### config.mk
export PLATFORM = sky130hd
export DESIGN_NAME = dcrc_run_control
export DESIGN_NICKNAME = d
export VERILOG_FILES = /design/src/core/dcrc_pkg.sv /design/src/core/dcrc_run_control.sv
export SDC_FILE = /design/constraint.sdc
export NUM_CORES = 1
export LEC_CHECK = 0
export BUFFER_PORTS_ARGS = -buffer_cell sky130_fd_sc_hd__buf_4
export CELL_PAD_IN_SITES_DETAIL_PLACEMENT = 0
export CELL_PAD_IN_SITES_GLOBAL_PLACEMENT = 1
export CORE_ASPECT_RATIO = 1.5
export CORE_MARGIN = 3
export CORE_UTILIZATION = 39
export DETAILED_ROUTE_END_ITERATION = 7
export PLACE_DENSITY = 0.81
export SETUP_SLACK_MARGIN = 0.5
export SLEW_MARGIN = 20
export SYNTH_ARGS = -nofsm -noshare
export SYNTH_HDL_FRONTEND = slang
export SYNTH_SLANG_ARGS = --single-unit
### constraint.sdc
create_clock -name clk -period 2.2 [get_ports clk]
set_clock_uncertainty 0.05 [all_clocks]
set_input_delay 0.22 -clock clk [delete_from_list [all_inputs] [get_ports clk]]
set_output_delay 0.22 -clock clk [all_outputs]
set_load 0.1 [all_outputs]
### src/core/dcrc_pkg.sv
/*
  package for the dsp core run-control register group: offsets, field layout,
  reset values and core state codes.
  assumes a 16-bit register port with word addresses as printed.
*/
package dcrc_pkg;
  // =====================================================
  // register offsets (word addresses)
  localparam logic [15:0] ADDR_HIBERNATE = 16'hF400;
  localparam logic [15:0] ADDR_RUN_TRIGGER = 16'hF402;
  localparam logic [15:0] ADDR_ABORT_TRIGGER = 16'hF403;
  localparam logic [15:0] ADDR_ENTRY_POINT = 16'hF404;
  localparam logic [15:0] ADDR_CORE_STATE = 16'hF405;
  // =====================================================
  // field layout and reset values
  localparam int TRIGGER_BIT = 0;
  localparam logic [15:0] RESET_WORD = 16'h0000;
  localparam logic [15:0] UNMAPPED_READ = 16'h0000;
  // =====================================================
  // core state codes
  localparam logic [2:0] CODE_NOT_RUNNING = 3'h0;
  localparam logic [2:0] CODE_RUNNING = 3'h1;
  localparam logic [2:0] CODE_PAUSED = 3'h2;
  localparam logic [2:0] CODE_SLEEPING = 3'h3;
  localparam logic [2:0] CODE_STALLED = 3'h4;
  typedef enum logic [2:0] {
    ST_IDLE,
    ST_RUN,
    ST_PAUSE,
    ST_SLEEP,
    ST_STALL
  } dcrc_state_t;
endpackage

### src/core/dcrc_run_control.sv
/*
  run-control register group of the audio dsp core: run and abort triggers,
  program entry point, controlled sleep, and a read-only core state field.
  assumes the core reports pause and sleep events and the selected frame start
  pulse as single-cycle inputs and holds the conflict input high for the length of a stall, all synchronous to clk.
*/
// Design decision made here: the address-and-strobe port.
`timescale 1ns/10ps
// Functional notes
// RULE_01: rising run-trigger enables core and launches program counter.
// RULE_02: falling run-trigger has no effect on the core.
// RULE_03: rising abort-trigger halts core at once, in any state.
// RULE_04: falling abort-trigger has no effect on the core.
// RULE_05: after abort, state field reads not-running code.
// RULE_06: program counter loads from the 16-bit entry-point register on start.
// RULE_07: state field reads not-running after boot.
// RULE_08: state field reads running while the core executes normally.
// RULE_09: pause instruction gates core clock, state field shows paused.
// RULE_10: sleep instruction idles core until next sample, shows sleep code.
// RULE_11: multiple requests stall core a few cycles, shows stalled code.
// RULE_12: state register is read-only; writes to it are ignored.
// RULE_13: software uses abort only for debug, controlled sleep for stopping.
// RULE_14: controlled sleep masks interrupts and sleeps after current sample.
// RULE_15: frame start pulse marks each frame; sleeping core waits for it.
// RULE_16: trigger edges found by comparing new write with stored bit.
module dcrc_run_control (
  input wire logic clk,
  input wire logic rst,
  input wire logic [15:0] regAddr,
  input wire logic [15:0] regWrData,
  input wire logic regWrEn,
  input wire logic regRdEn,
  output logic [15:0] regRdData,
  input wire logic pauseReq,
  input wire logic resumeReq,
  input wire logic sleepReq,
  input wire logic requestConflict,
  input wire logic frameStart,
  input wire logic blockDone,
  output logic coreEnable,
  output logic coreClockEnable,
  output logic pcLoad,
  output logic [15:0] pcLoadValue,
  output logic coreHalt,
  output logic irqMask
);
  // =====================================================
  // register state
  logic runTrig_reg, runTrig_next;
  logic abortTrig_reg, abortTrig_next;
  logic hibernate_reg, hibernate_next;
  logic [15:0] entry_reg, entry_next;
  logic [15:0] rdData_reg, rdData_next;
  logic runPulse, abortPulse;
  logic wrRun, wrAbort;

  // write decode and trigger edge detection against the stored bit
  always_comb
  begin
    wrRun = regWrEn && (regAddr == dcrc_pkg::ADDR_RUN_TRIGGER);
    wrAbort = regWrEn && (regAddr == dcrc_pkg::ADDR_ABORT_TRIGGER);
    runPulse = wrRun && regWrData[dcrc_pkg::TRIGGER_BIT] && !runTrig_reg; // see RULE_16
    abortPulse = wrAbort && regWrData[dcrc_pkg::TRIGGER_BIT] && !abortTrig_reg; // see RULE_16
    runTrig_next = wrRun ? regWrData[dcrc_pkg::TRIGGER_BIT] : runTrig_reg; // see RULE_02
    abortTrig_next = wrAbort ? regWrData[dcrc_pkg::TRIGGER_BIT] : abortTrig_reg; // see RULE_04
    hibernate_next = hibernate_reg;
    if (regWrEn && regAddr == dcrc_pkg::ADDR_HIBERNATE)
    begin
      hibernate_next = regWrData[0];
    end
    entry_next = entry_reg;
    if (regWrEn && regAddr == dcrc_pkg::ADDR_ENTRY_POINT)
    begin
      entry_next = regWrData;
    end
  end

  // =====================================================
  // core state machine
  dcrc_pkg::dcrc_state_t state_reg, state_next;
  logic sleepPending_reg, sleepPending_next;

  // next state; abort wins over every other event
  always_comb
  begin
    state_next = state_reg;
    sleepPending_next = sleepPending_reg;
    if (!hibernate_reg)
    begin
      sleepPending_next = 1'b0;
    end
    if (abortPulse)
    begin
      state_next = dcrc_pkg::ST_IDLE; // see RULE_03
      sleepPending_next = 1'b0;
    end
    else
    begin
      unique case (state_reg)
        dcrc_pkg::ST_IDLE:
        begin
          if (runPulse)
          begin
            state_next = dcrc_pkg::ST_RUN; // see RULE_01
          end
        end
        dcrc_pkg::ST_RUN:
        begin
          if (hibernate_reg && blockDone)
          begin
            state_next = dcrc_pkg::ST_SLEEP; // see RULE_14
            sleepPending_next = 1'b1;
          end
          else if (requestConflict)
          begin
            state_next = dcrc_pkg::ST_STALL; // see RULE_11
          end
          else if (pauseReq)
          begin
            state_next = dcrc_pkg::ST_PAUSE; // see RULE_09
          end
          else if (sleepReq)
          begin
            state_next = dcrc_pkg::ST_SLEEP; // see RULE_10
          end
        end
        dcrc_pkg::ST_PAUSE:
        begin
          if (resumeReq)
          begin
            state_next = dcrc_pkg::ST_RUN;
          end
        end
        dcrc_pkg::ST_SLEEP:
        begin
          // controlled sleep holds here until hibernate is cleared and a frame start arrives
          if (frameStart && !(hibernate_reg && sleepPending_reg))
          begin
            state_next = dcrc_pkg::ST_RUN; // see RULE_15
          end
        end
        dcrc_pkg::ST_STALL:
        begin
          if (!requestConflict)
          begin
            state_next = dcrc_pkg::ST_RUN; // see RULE_11
          end
        end
        default:
        begin
          state_next = dcrc_pkg::ST_IDLE;
        end
      endcase
    end
  end

  // =====================================================
  // outputs and read mux
  logic coreEnable_next, clkEn_next, pcLoad_next, halt_next, irqMask_next;
  logic [15:0] pcVal_next;
  logic [2:0] stateCode;

  always_comb
  begin
    unique case (state_reg)
      dcrc_pkg::ST_RUN: stateCode = dcrc_pkg::CODE_RUNNING; // see RULE_08
      dcrc_pkg::ST_PAUSE: stateCode = dcrc_pkg::CODE_PAUSED; // see RULE_09
      dcrc_pkg::ST_SLEEP: stateCode = dcrc_pkg::CODE_SLEEPING; // see RULE_10
      dcrc_pkg::ST_STALL: stateCode = dcrc_pkg::CODE_STALLED; // see RULE_11
      default: stateCode = dcrc_pkg::CODE_NOT_RUNNING; // see RULE_05, RULE_07
    endcase
    coreEnable_next = (state_next != dcrc_pkg::ST_IDLE);
    clkEn_next = (state_next == dcrc_pkg::ST_RUN) || (state_next == dcrc_pkg::ST_SLEEP);
    pcLoad_next = runPulse && !abortPulse && (state_reg == dcrc_pkg::ST_IDLE); // see RULE_06
    pcVal_next = pcLoad_next ? entry_reg : pcLoadValue;
    halt_next = abortPulse; // see RULE_03
    irqMask_next = hibernate_next; // see RULE_14
    rdData_next = dcrc_pkg::UNMAPPED_READ;
    if (regRdEn)
    begin
      unique case (regAddr)
        dcrc_pkg::ADDR_HIBERNATE: rdData_next = {15'h0000, hibernate_reg};
        dcrc_pkg::ADDR_RUN_TRIGGER: rdData_next = {15'h0000, runTrig_reg};
        dcrc_pkg::ADDR_ABORT_TRIGGER: rdData_next = {15'h0000, abortTrig_reg};
        dcrc_pkg::ADDR_ENTRY_POINT: rdData_next = entry_reg;
        dcrc_pkg::ADDR_CORE_STATE: rdData_next = {13'h0000, stateCode}; // see RULE_12
        default: rdData_next = dcrc_pkg::UNMAPPED_READ;
      endcase
    end
  end

  // register bank: trigger bits, controlled sleep and entry point
  always_ff @(posedge clk or posedge rst)
  begin
    if (rst)
    begin
      runTrig_reg <= 1'b0;
      abortTrig_reg <= 1'b0;
      hibernate_reg <= 1'b0;
      entry_reg <= dcrc_pkg::RESET_WORD;
    end
    else
    begin
      runTrig_reg <= runTrig_next;
      abortTrig_reg <= abortTrig_next;
      hibernate_reg <= hibernate_next;
      entry_reg <= entry_next;
    end
  end

  // core state register
  always_ff @(posedge clk or posedge rst)
  begin
    if (rst)
    begin
      state_reg <= dcrc_pkg::ST_IDLE; // see RULE_07
      sleepPending_reg <= 1'b0;
    end
    else
    begin
      state_reg <= state_next;
      sleepPending_reg <= sleepPending_next;
    end
  end

  // registered outputs and read data
  always_ff @(posedge clk or posedge rst)
  begin
    if (rst)
    begin
      rdData_reg <= dcrc_pkg::RESET_WORD;
      coreEnable <= 1'b0;
      coreClockEnable <= 1'b0;
      pcLoad <= 1'b0;
      pcLoadValue <= dcrc_pkg::RESET_WORD;
      coreHalt <= 1'b0;
      irqMask <= 1'b0;
    end
    else
    begin
      rdData_reg <= rdData_next;
      coreEnable <= coreEnable_next;
      coreClockEnable <= clkEn_next;
      pcLoad <= pcLoad_next;
      pcLoadValue <= pcVal_next;
      coreHalt <= halt_next;
      irqMask <= irqMask_next; // see RULE_14
    end
  end

  assign regRdData = rdData_reg;

  // =====================================================
  // checks
  a_run_starts: assert property (@(posedge clk) disable iff (rst) // see RULE_01
    (state_reg == dcrc_pkg::ST_IDLE && runPulse && !abortPulse)
    |=> (state_reg == dcrc_pkg::ST_RUN && coreEnable && pcLoad))
    else $error("run trigger did not start core");
  a_run_fall_ignored: assert property (@(posedge clk) disable iff (rst) // see RULE_02
    (wrRun && !regWrData[dcrc_pkg::TRIGGER_BIT] && !abortPulse)
    |=> ((state_reg == dcrc_pkg::ST_IDLE) == ($past(state_reg) == dcrc_pkg::ST_IDLE)))
    else $error("run trigger fall changed core state");
  a_abort_halts: assert property (@(posedge clk) disable iff (rst) // see RULE_03
    abortPulse |=> (state_reg == dcrc_pkg::ST_IDLE && coreHalt && !coreEnable))
    else $error("abort did not halt core");
  a_abort_fall_ignored: assert property (@(posedge clk) disable iff (rst) // see RULE_04
    (wrAbort && !regWrData[0] && !runPulse) |=> !coreHalt)
    else $error("abort fall had effect");
  a_abort_status: assert property (@(posedge clk) disable iff (rst) // see RULE_05
    (abortPulse ##1 (regRdEn && regAddr == dcrc_pkg::ADDR_CORE_STATE))
    |=> regRdData == 16'h0000)
    else $error("status not idle after abort");
  a_entry_loaded: assert property (@(posedge clk) disable iff (rst) // see RULE_06
    pcLoad |-> pcLoadValue == $past(entry_reg))
    else $error("pc not loaded from entry point");
  a_status_read: assert property (@(posedge clk) disable iff (rst) // see RULE_08
    (regRdEn && regAddr == dcrc_pkg::ADDR_CORE_STATE && state_reg == dcrc_pkg::ST_RUN)
    |=> regRdData == 16'h0001)
    else $error("running code not reported");
  a_pause_gates: assert property (@(posedge clk) disable iff (rst) // see RULE_09
    (state_reg == dcrc_pkg::ST_PAUSE) |-> !coreClockEnable)
    else $error("paused core clock not gated");
  a_stall_resume: assert property (@(posedge clk) disable iff (rst) // see RULE_11
    (state_reg == dcrc_pkg::ST_STALL && !requestConflict && !abortPulse)
    |=> state_reg == dcrc_pkg::ST_RUN)
    else $error("stall did not resume");
  a_irq_mask: assert property (@(posedge clk) disable iff (rst) // see RULE_14
    irqMask == hibernate_reg)
    else $error("interrupt mask differs from hibernate");
  a_boot_idle: assert property (@(posedge clk) disable iff (rst) // see RULE_07
    $fell(rst) |-> (state_reg == dcrc_pkg::ST_IDLE && !coreEnable && !coreClockEnable))
    else $error("core not idle after reset");
  a_run_clocked: assert property (@(posedge clk) disable iff (rst) // see RULE_08
    (state_reg == dcrc_pkg::ST_RUN) |-> (coreEnable && coreClockEnable))
    else $error("running core not enabled and clocked");
  a_pause_holds: assert property (@(posedge clk) disable iff (rst) // see RULE_09
    (state_reg == dcrc_pkg::ST_PAUSE && !resumeReq && !abortPulse)
    |=> (state_reg == dcrc_pkg::ST_PAUSE))
    else $error("paused core left pause without resume");
  a_sleep_enters: assert property (@(posedge clk) disable iff (rst) // see RULE_10
    (state_reg == dcrc_pkg::ST_RUN && sleepReq && !pauseReq && !requestConflict
      && !hibernate_reg && !abortPulse)
    |=> (state_reg == dcrc_pkg::ST_SLEEP && coreClockEnable))
    else $error("sleep instruction did not enter sleep");
  a_stall_enters: assert property (@(posedge clk) disable iff (rst) // see RULE_11
    (state_reg == dcrc_pkg::ST_RUN && requestConflict && !(hibernate_reg && blockDone)
      && !abortPulse)
    |=> (state_reg == dcrc_pkg::ST_STALL && !coreClockEnable))
    else $error("request conflict did not stall core");
  a_state_readonly: assert property (@(posedge clk) disable iff (rst) // see RULE_12
    (regWrEn && regAddr == dcrc_pkg::ADDR_CORE_STATE && state_reg == dcrc_pkg::ST_IDLE)
    |=> (state_reg == dcrc_pkg::ST_IDLE))
    else $error("write to core state changed it");
  a_hib_enters: assert property (@(posedge clk) disable iff (rst) // see RULE_14
    (state_reg == dcrc_pkg::ST_RUN && hibernate_reg && blockDone && !abortPulse)
    |=> (state_reg == dcrc_pkg::ST_SLEEP && sleepPending_reg))
    else $error("controlled sleep not entered after block");
  a_hib_holds: assert property (@(posedge clk) disable iff (rst) // see RULE_14
    (state_reg == dcrc_pkg::ST_SLEEP && sleepPending_reg && hibernate_reg && !abortPulse)
    |=> (state_reg == dcrc_pkg::ST_SLEEP))
    else $error("controlled sleep woke while still set");
  a_sleep_waits: assert property (@(posedge clk) disable iff (rst) // see RULE_15
    (state_reg == dcrc_pkg::ST_SLEEP && !frameStart && !abortPulse)
    |=> (state_reg == dcrc_pkg::ST_SLEEP))
    else $error("sleeping core woke without frame start");
  a_pc_single: assert property (@(posedge clk) disable iff (rst) // see RULE_16
    pcLoad |=> !pcLoad)
    else $error("program counter load longer than one cycle");
endmodule

==> key figures, run 1 <==
Run status
  • Status: finished clean

Layout
  • Nets: 330
  • Share of layout cells above drive strength 1: 0.560
  • Post-Layout Cell Count: approximately 370
  • Area Overhead vs Synth: 46.7%
  • # diodes: 0

Yosys
  • Cell taking the most area after synthesis: dfrtp_1
  • Cell variety after synth: 40
  • Synth Warn #: 0
  • #FFs+latches synth: slightly below 60
  • Main flop type after synthesis: dfrtp_1
  • Register area share after synthesis: 0.601
  • Post-synth EDFFs: 0
  • Cells after Synth: around 180
  • Synth async-reset ratio: 1.00
  • Synth top area share: 0.601
  • Syn Area/Cell: about 13 µm²
  • Syn_nets: ~230
  • Most common cell in the netlist: dfrtp_1
  • Leading cell types by total area after synthesis: dfrtp_1 60%, mux2_2 13%, mux2_4 4.3%, and2_1 3.3%, nor2_1 1.7%
  • Synth top cells by count: 59 x dfrtp_1, 29 x mux2_2, 13 x and2_1, 11 x nor2_1, 7 x mux2_4
  • Synth Cell Area: 2460 µm²

Clock network
  • CTS Buffer Depth: 2
  • Root Buffer Master: clkbuf_8
  • CTS buffer count: 9
  • CTS tree: built
  • Clock transition at path regs: ~0.070 ns
  • H-Tree Depth: 3
  • Worst-skew pair later-pin latency: ~0.33 ns
  • CTS sink count: 59

Worst setup path
  • Crit start category: input port
  • Critical Path Sink Type: flop
  • Required time of the critical path: approximately 2.4 ns
  • CP max FO: 12
  • Arr. time, crit path: between 2 and 2.5 ns
  • Type of the worst setup path: input port to flop

STA
  • Pin slew with the least headroom to its limit: ~0.57 ns
  • Max transition margin: 0.622
  • Sum Neg Setup Slack: 0 ns
  • Tcrit/Tclk final: 0.934
  • Fmax: roughly 0.49 GHz
  • Post-layout worst setup margin: 0.144 ns
  • Max-slew violations: 0
  • Final Hold Fails: 0
  • Unrepaired setup endpoints after global routing: yes
  • Final setup fails: 0
  • Fin crit period: just over 2 ns

GRT
  • GRT Util Overall: 0.162
  • Overflow after GRT: 0
  • Largest net degree at the start of global routing: 35
  • First-pass GRT wire length: just under 9000 µm
  • Number of global-route vias before repair: approximately 1800
  • Initial antenna violation count: 0

Routing
  • Residual DRC: 0
  • First drt pass iteration count: 4
  • Final ANT Viol Nets: 0
  • Vias post-DR: around 1800
  • Final wirelength: ~5700 µm
  • Via density: approximately 4.9
  • DR iter-0 viols: 64
  • Drt wl/cell: between 15 and 20 µm

Power
  • PD cells: roughly 610 nW/µm²
  • Leak: 1.89 nW
  • Max IR drop VDD: 0.443 mV

Die
  • Cell Rows: 34
  • DIE HEIGHT: ~100 µm
  • DIE WIDTH: approximately 71 µm
  • Starting Density: 0.413
  • CORE AREA: a little under 6000 µm²
  • Die footprint: 7310 µm²
  • Ports: 79

Placement
  • Input/output buffers: ~80
  • GP Congestion: between 0.7 and 0.8
  • Post-Place Cells: around 340
  • Setup WS pre-CTS: -0.300 ns
  • HPWL Detailed: approximately 4200 µm

Min path
  • Worst min path class: input port to flop

Job
  • Max-cap violations: 0
==> worst paths after layout <==
check / start / endpoint / slack [ns] / cells after the start
worst max-delay path: regAddr[8] / pcLoadValue[5] / 0.14 / 6
worst min-delay path: regWrData[9] / entry_reg[9] / 0.06 / 2
worst max register to register: state_reg[2] / pcLoadValue[5] / 0.38 / 5
worst min register to register: entry_reg[13] / regRdData[13] / 0.44 / 1
max in group asynchronous: rst / regRdData[7] / 1.10 / 4
min in group asynchronous: rst / regRdData[14] / 0.45 / 3
==> metal layers <==
| metal | part of all wire | global-route usage | up-vias |
|---|---|---|---|
| met2 | 0.56 | 0.289 | 47 |
| li1 | - | - | 861 |
| met5 | 0 | 0 | - |
| met4 | 0.019 | 0.0738 | 0 |
| met3 | 0.049 | 0.0387 | 9 |
| met1 | 0.37 | 0.183 | 870 |
==> stage by stage <==
stage          utilization  hold slack, ns  instance area, µm²  power [mW]
2_1_floorplan            -           0.270                2470        1.16
3_3_place_gp         0.543           0.262                3230        1.24
3_5_place_dp         0.543           0.266                3230        1.24
4_1_cts              0.597          0.0482                3560        2.24
5_1_grt              0.605          0.0550                3610        2.30
6_report             0.605          0.0624                3610        2.21
==> cell type report <==
type	count	area, µm²
timing repair buffer	101	835
inverter	6	26.3
clock buffer	10	138
fill	505	2350
sequential	59	1480
tap	72	90.1
multi-input combinational	111	976
clock inverter	6	65.1
==> power by group <==
part | total, mW | leakage [nW] | internal (mW) | switching [mW]
sequential | 1.09 | 0.825 | 1.09 | 0.00225
clock | 0.982 | 0.102 | 0.553 | 0.429
combinational | 0.143 | 0.964 | 0.0760 | 0.0670
total | 2.21 | 1.89 | 1.72 | 0.498
==> cell usage in the layout, fill, tap and decap left out, drive strengths merged, types with 2 or more instances in the layout <==
| master | synthesis | final |
|---|---|---|
| a31oi | 2 | 2 |
| nor2b | 3 | 3 |
| nor3 | 4 | 4 |
| clkbuf | 4 | 10 |
| and2 | 13 | 13 |
| dfrtp | 59 | 59 |
| inv | 6 | 5 |
| clkinvlp | 0 | 2 |
| o21ai | 3 | 3 |
| nor2 | 11 | 11 |
| buf | 3 | 100 |
| or4b | 2 | 2 |
| mux2 | 36 | 36 |
| a221oi | 3 | 3 |
| nand4b | 2 | 2 |
| nand3 | 3 | 3 |
| a21oi | 6 | 6 |
| nand2 | 4 | 4 |
| nor4b | 2 | 2 |
| clkinv | 0 | 4 |
==> critical path, cell delays in order <==
cell and delay, ns:
buf_6 0.09, or4b_4 0.53, or4_4 0.56, or3_4 0.37, buf_12 0.17, mux2_4 0.29
==> cells by family after synthesis <==
logic type | share of synthesized area
buffers and inverters | 0.0300
and+or+nand+nor | 0.135
DFF | 0.601
muxes | 0.180
AOI/OAI and AO/OA | 0.0545
==> timing repair <==
| action | in CTS | in global routing |
|---|---|---|
| cloned | 1 | 0 |
| endpoints found under the hold margin | 25 | 0 |
| setup endpoints to repair | 41 | 42 |
| gates resized for setup | 17 | 10 |
| pin swaps | 1 | 2 |
| hold buffers | 1 | 0 |
| setup buffers | 4 | 1 |
Note: power is estimated with default switching activity, not from simulation.
==> run 2: changes to the inputs <==
- ABC_AREA: not set -> 1
- CORE_UTILIZATION: 39 -> 38
- PLACE_DENSITY: 0.81 -> 0.82
==> key figures, run 2 <==
Routing
  • Final ANT Viol Nets: 0 (unchanged)
  • Residual DRC: 0 (unchanged)
  • Drt wl/cell: 13.2 µm (-15%)
  • DR iter-0 viols: 113 (+77%)
  • Via density: 4.70 (-4.0%)
  • Final wirelength: 6210 µm (+9.9%)
  • First drt pass iteration count: 4 (unchanged)
  • Vias post-DR: 2214 (+24%)

GRT
  • Overflow after GRT: 0 (unchanged)
  • Met1 usage: 0.182 (-0.00127)
  • Layer carrying the most global-route usage: met2
  • GRT Util Overall: 0.162 (+0.000624)
  • M3 GR Usage: 0.0348 (-0.00392)
  • First-pass GRT wire length: 9840 µm (+10%)
  • Met2 Resource Use GR: 0.284 (-0.00449)
  • Initial antenna violation count: 0 (unchanged)
  • Number of global-route vias before repair: 2171 (+19%)
  • Largest net degree at the start of global routing: 32 (-8.6%)

Yosys
  • Leading cell types by total area after synthesis: dfrtp_1 55%, inv_1 9.2%, nand2_1 6.8%, nor2_1 4.9%, mux2_4 4.4%
  • Synth Cell Area: 2700 µm² (+10%)
  • Syn Area/Cell: 9.07 µm² (-32%)
  • Syn_nets: 340 (+51%)
  • Cell variety after synth: 24 (-40%)
  • Post-synth EDFFs: 0 (unchanged)
  • Most common cell in the netlist: inv_1
  • Main flop type after synthesis: dfrtp_1
  • Cells after Synth: 298 (+63%)
  • Synth Warn #: 0 (unchanged)
  • Synth top cells by count: 66 x inv_1, 59 x dfrtp_1, 49 x nand2_1, 35 x nor2_1, 16 x o21ai_1
  • #FFs+latches synth: 59 (unchanged)
  • Synth async-reset ratio: 1.00 (unchanged)
  • Register area share after synthesis: 0.546 (-0.0548)
  • Synth top area share: 0.546 (-0.0548)
  • Cell taking the most area after synthesis: dfrtp_1

STA
  • Tcrit/Tclk final: 0.737 (-0.198)
  • Sum Neg Setup Slack: 0 ns (unchanged)
  • Final setup fails: 0 (unchanged)
  • Pin slew with the least headroom to its limit: 0.714 ns (+0.149 ns)
  • Max transition margin: 0.523 (-0.0996)
  • Post-layout worst setup margin: 0.580 ns (+0.435 ns)
  • Final Hold Fails: 0 (unchanged)
  • Fmax: 0.617 GHz (+27%)
  • Unrepaired setup endpoints after global routing: no
  • Fin crit period: 1.62 ns (-0.435 ns)
  • Max-slew violations: 0 (unchanged)

Clock network
  • Worst-skew pair later-pin latency: 0.33 ns (about the same)
  • CTS sink count: 59 (unchanged)
  • CTS tree: built
  • H-Tree Depth: 3 (unchanged)
  • CTS Buffer Depth: 2 (unchanged)
  • Clock transition at path regs: 0.06 ns (about the same)
  • Root Buffer Master: clkbuf_8
  • CTS buffer count: 9 (unchanged)

Worst setup path
  • Critical-path cell list: nor2_2 -> nand2_1 -> nor2_4 -> nand4_4 -> buf_4 -> o21ai_1 -> inv_1
  • CP max FO: 7 (-5)
  • Crit start category: flop
  • Bufs and invs on worst path: 2 (unchanged)
  • Slowest-stage cell, CP: dfrtp_1
  • Arr. time, crit path: 1.80 ns (-0.43 ns)
  • Critical Path Sink Type: flop
  • Max stage delay on crit path: 0.44 ns (-0.12 ns)
  • Required time of the critical path: 2.37 ns (about the same)
  • Largest delay share family, worst path: simple AND/OR/NAND/NOR gates
  • Type of the worst setup path: flop to flop

Die
  • CORE AREA: 6900 µm² (+16%)
  • DIE HEIGHT: 109 µm (+5.9%)
  • Ports: 79 (unchanged)
  • DIE WIDTH: 74.9 µm (+5.7%)
  • Die footprint: 8180 µm² (+12%)
  • Starting Density: 0.392 (-0.0206)
  • Cell Rows: 37 (+8.8%)

Placement
  • Input/output buffers: 78 (unchanged)
  • Post-Place Cells: 450 (+32%)
  • Setup WS pre-CTS: 0.312 ns (+0.612 ns)
  • GP Congestion: 0.788 (+0.34%)
  • HPWL Detailed: 4350 µm (+4.8%)

Layout
  • Share of layout cells above drive strength 1: 0.333 (-0.226)
  • Area occupied by multi-input gates: 951 µm² (-2.6%)
  • # diodes: 0 (unchanged)
  • Area Overhead vs Synth: 35.1%
  • Nets: 430 (+30%)
  • Post-Layout Cell Count: 471 (+29%)
  • Leading cell types in the layout, fill and taps excluded: 80 x buf_4, 65 x inv_1, 58 x dfrtp_1
  • Most common cell after layout, fill and taps aside: buf_4
  • Register area: 1480 µm² (about the same)
  • Final Util: 0.529 (-0.0760)
  • Fillers: 641 (+27%)

Power
  • Max IR drop VDD: 0.309 mV (-30%)
  • Leak: 1.93 nW (+1.8%)
  • PD cells: 692 nW/µm² (+13%)

Min path
  • Worst min path class: input port to flop

Run status
  • Status: finished clean

Job
  • Max-cap violations: 0 (unchanged)
==> run 2: changes by cell type after synthesis, sizes merged, moves of 13 or more <==
cell,previous run,this run
o21ai,3,21
and2,13,0
nor2,11,41
inv,6,69
nand2,4,50
mux2,36,15
==> run 2: power by group <==
part	internal, mW	switching (mW)	total, mW
registers	1.11	0.0265	1.14
logic	0.118	0.248	0.366
clock network	0.611	0.411	1.02
total	1.84	0.686	2.53
==> run 2: metrics by stage <==
stage | total power [mW] | hold slack (ns) | instance area, µm²
2_1_floorplan | 1.37 | 0.270 | 2710
3_3_place_gp | 1.50 | 0.309 | 3360
3_5_place_dp | 1.51 | 0.315 | 3360
4_1_cts | 2.54 | 0.0466 | 3630
5_1_grt | 2.64 | 0.0494 | 3650
6_report | 2.53 | 0.0636 | 3650
==> run 2: worst paths after layout <==
kind	to	depth (start not counted)	slack, ns	from
max reg2reg	pcLoadValue[9]	7	0.58	state_reg[0]
min in group asynchronous	regRdData[6]	3	0.50	rst
min	entry_reg[13]	2	0.06	regWrData[13]
max in group asynchronous	irqMask	4	1.01	rst
min reg2reg	pcLoadValue[10]	2	0.45	entry_reg[10]
max	pcLoadValue[9]	7	0.58	state_reg[0]
==> run 2: repair_timing <==
action                     CTS  global route
pin swaps                    1             3
hold buffers                 1             0
resized for setup            2             2
setup endpoints to repair   19            19
hold endpoints to repair    30             0
cloned                       1             1
buffers inserted             2             0
==> run 2: cell families after synthesis <==
group / count (synthesis) / synth area share
buf+inv: 75 / 0.118
compound gates: 30 / 0.0578
flops: 59 / 0.546
simple gates: 119 / 0.204
mux: 15 / 0.0736
==> run 2: area by class of cell <==
type / instances / area share
timing repair buffer: 83 / 0.178
clock buffer: 12 / 0.0452
clock inverter: 4 / 0.0130
sequential: 59 / 0.405
inverter: 69 / 0.0719
tap: 78 / 0.0267
multi-input combinational: 166 / 0.260
==> run 2: layer usage <==
layer,wire (µm),vias up
met1,2400,1043
li1,-,1102
met3,286,11
met5,0,-
met4,135,0
met2,3390,58
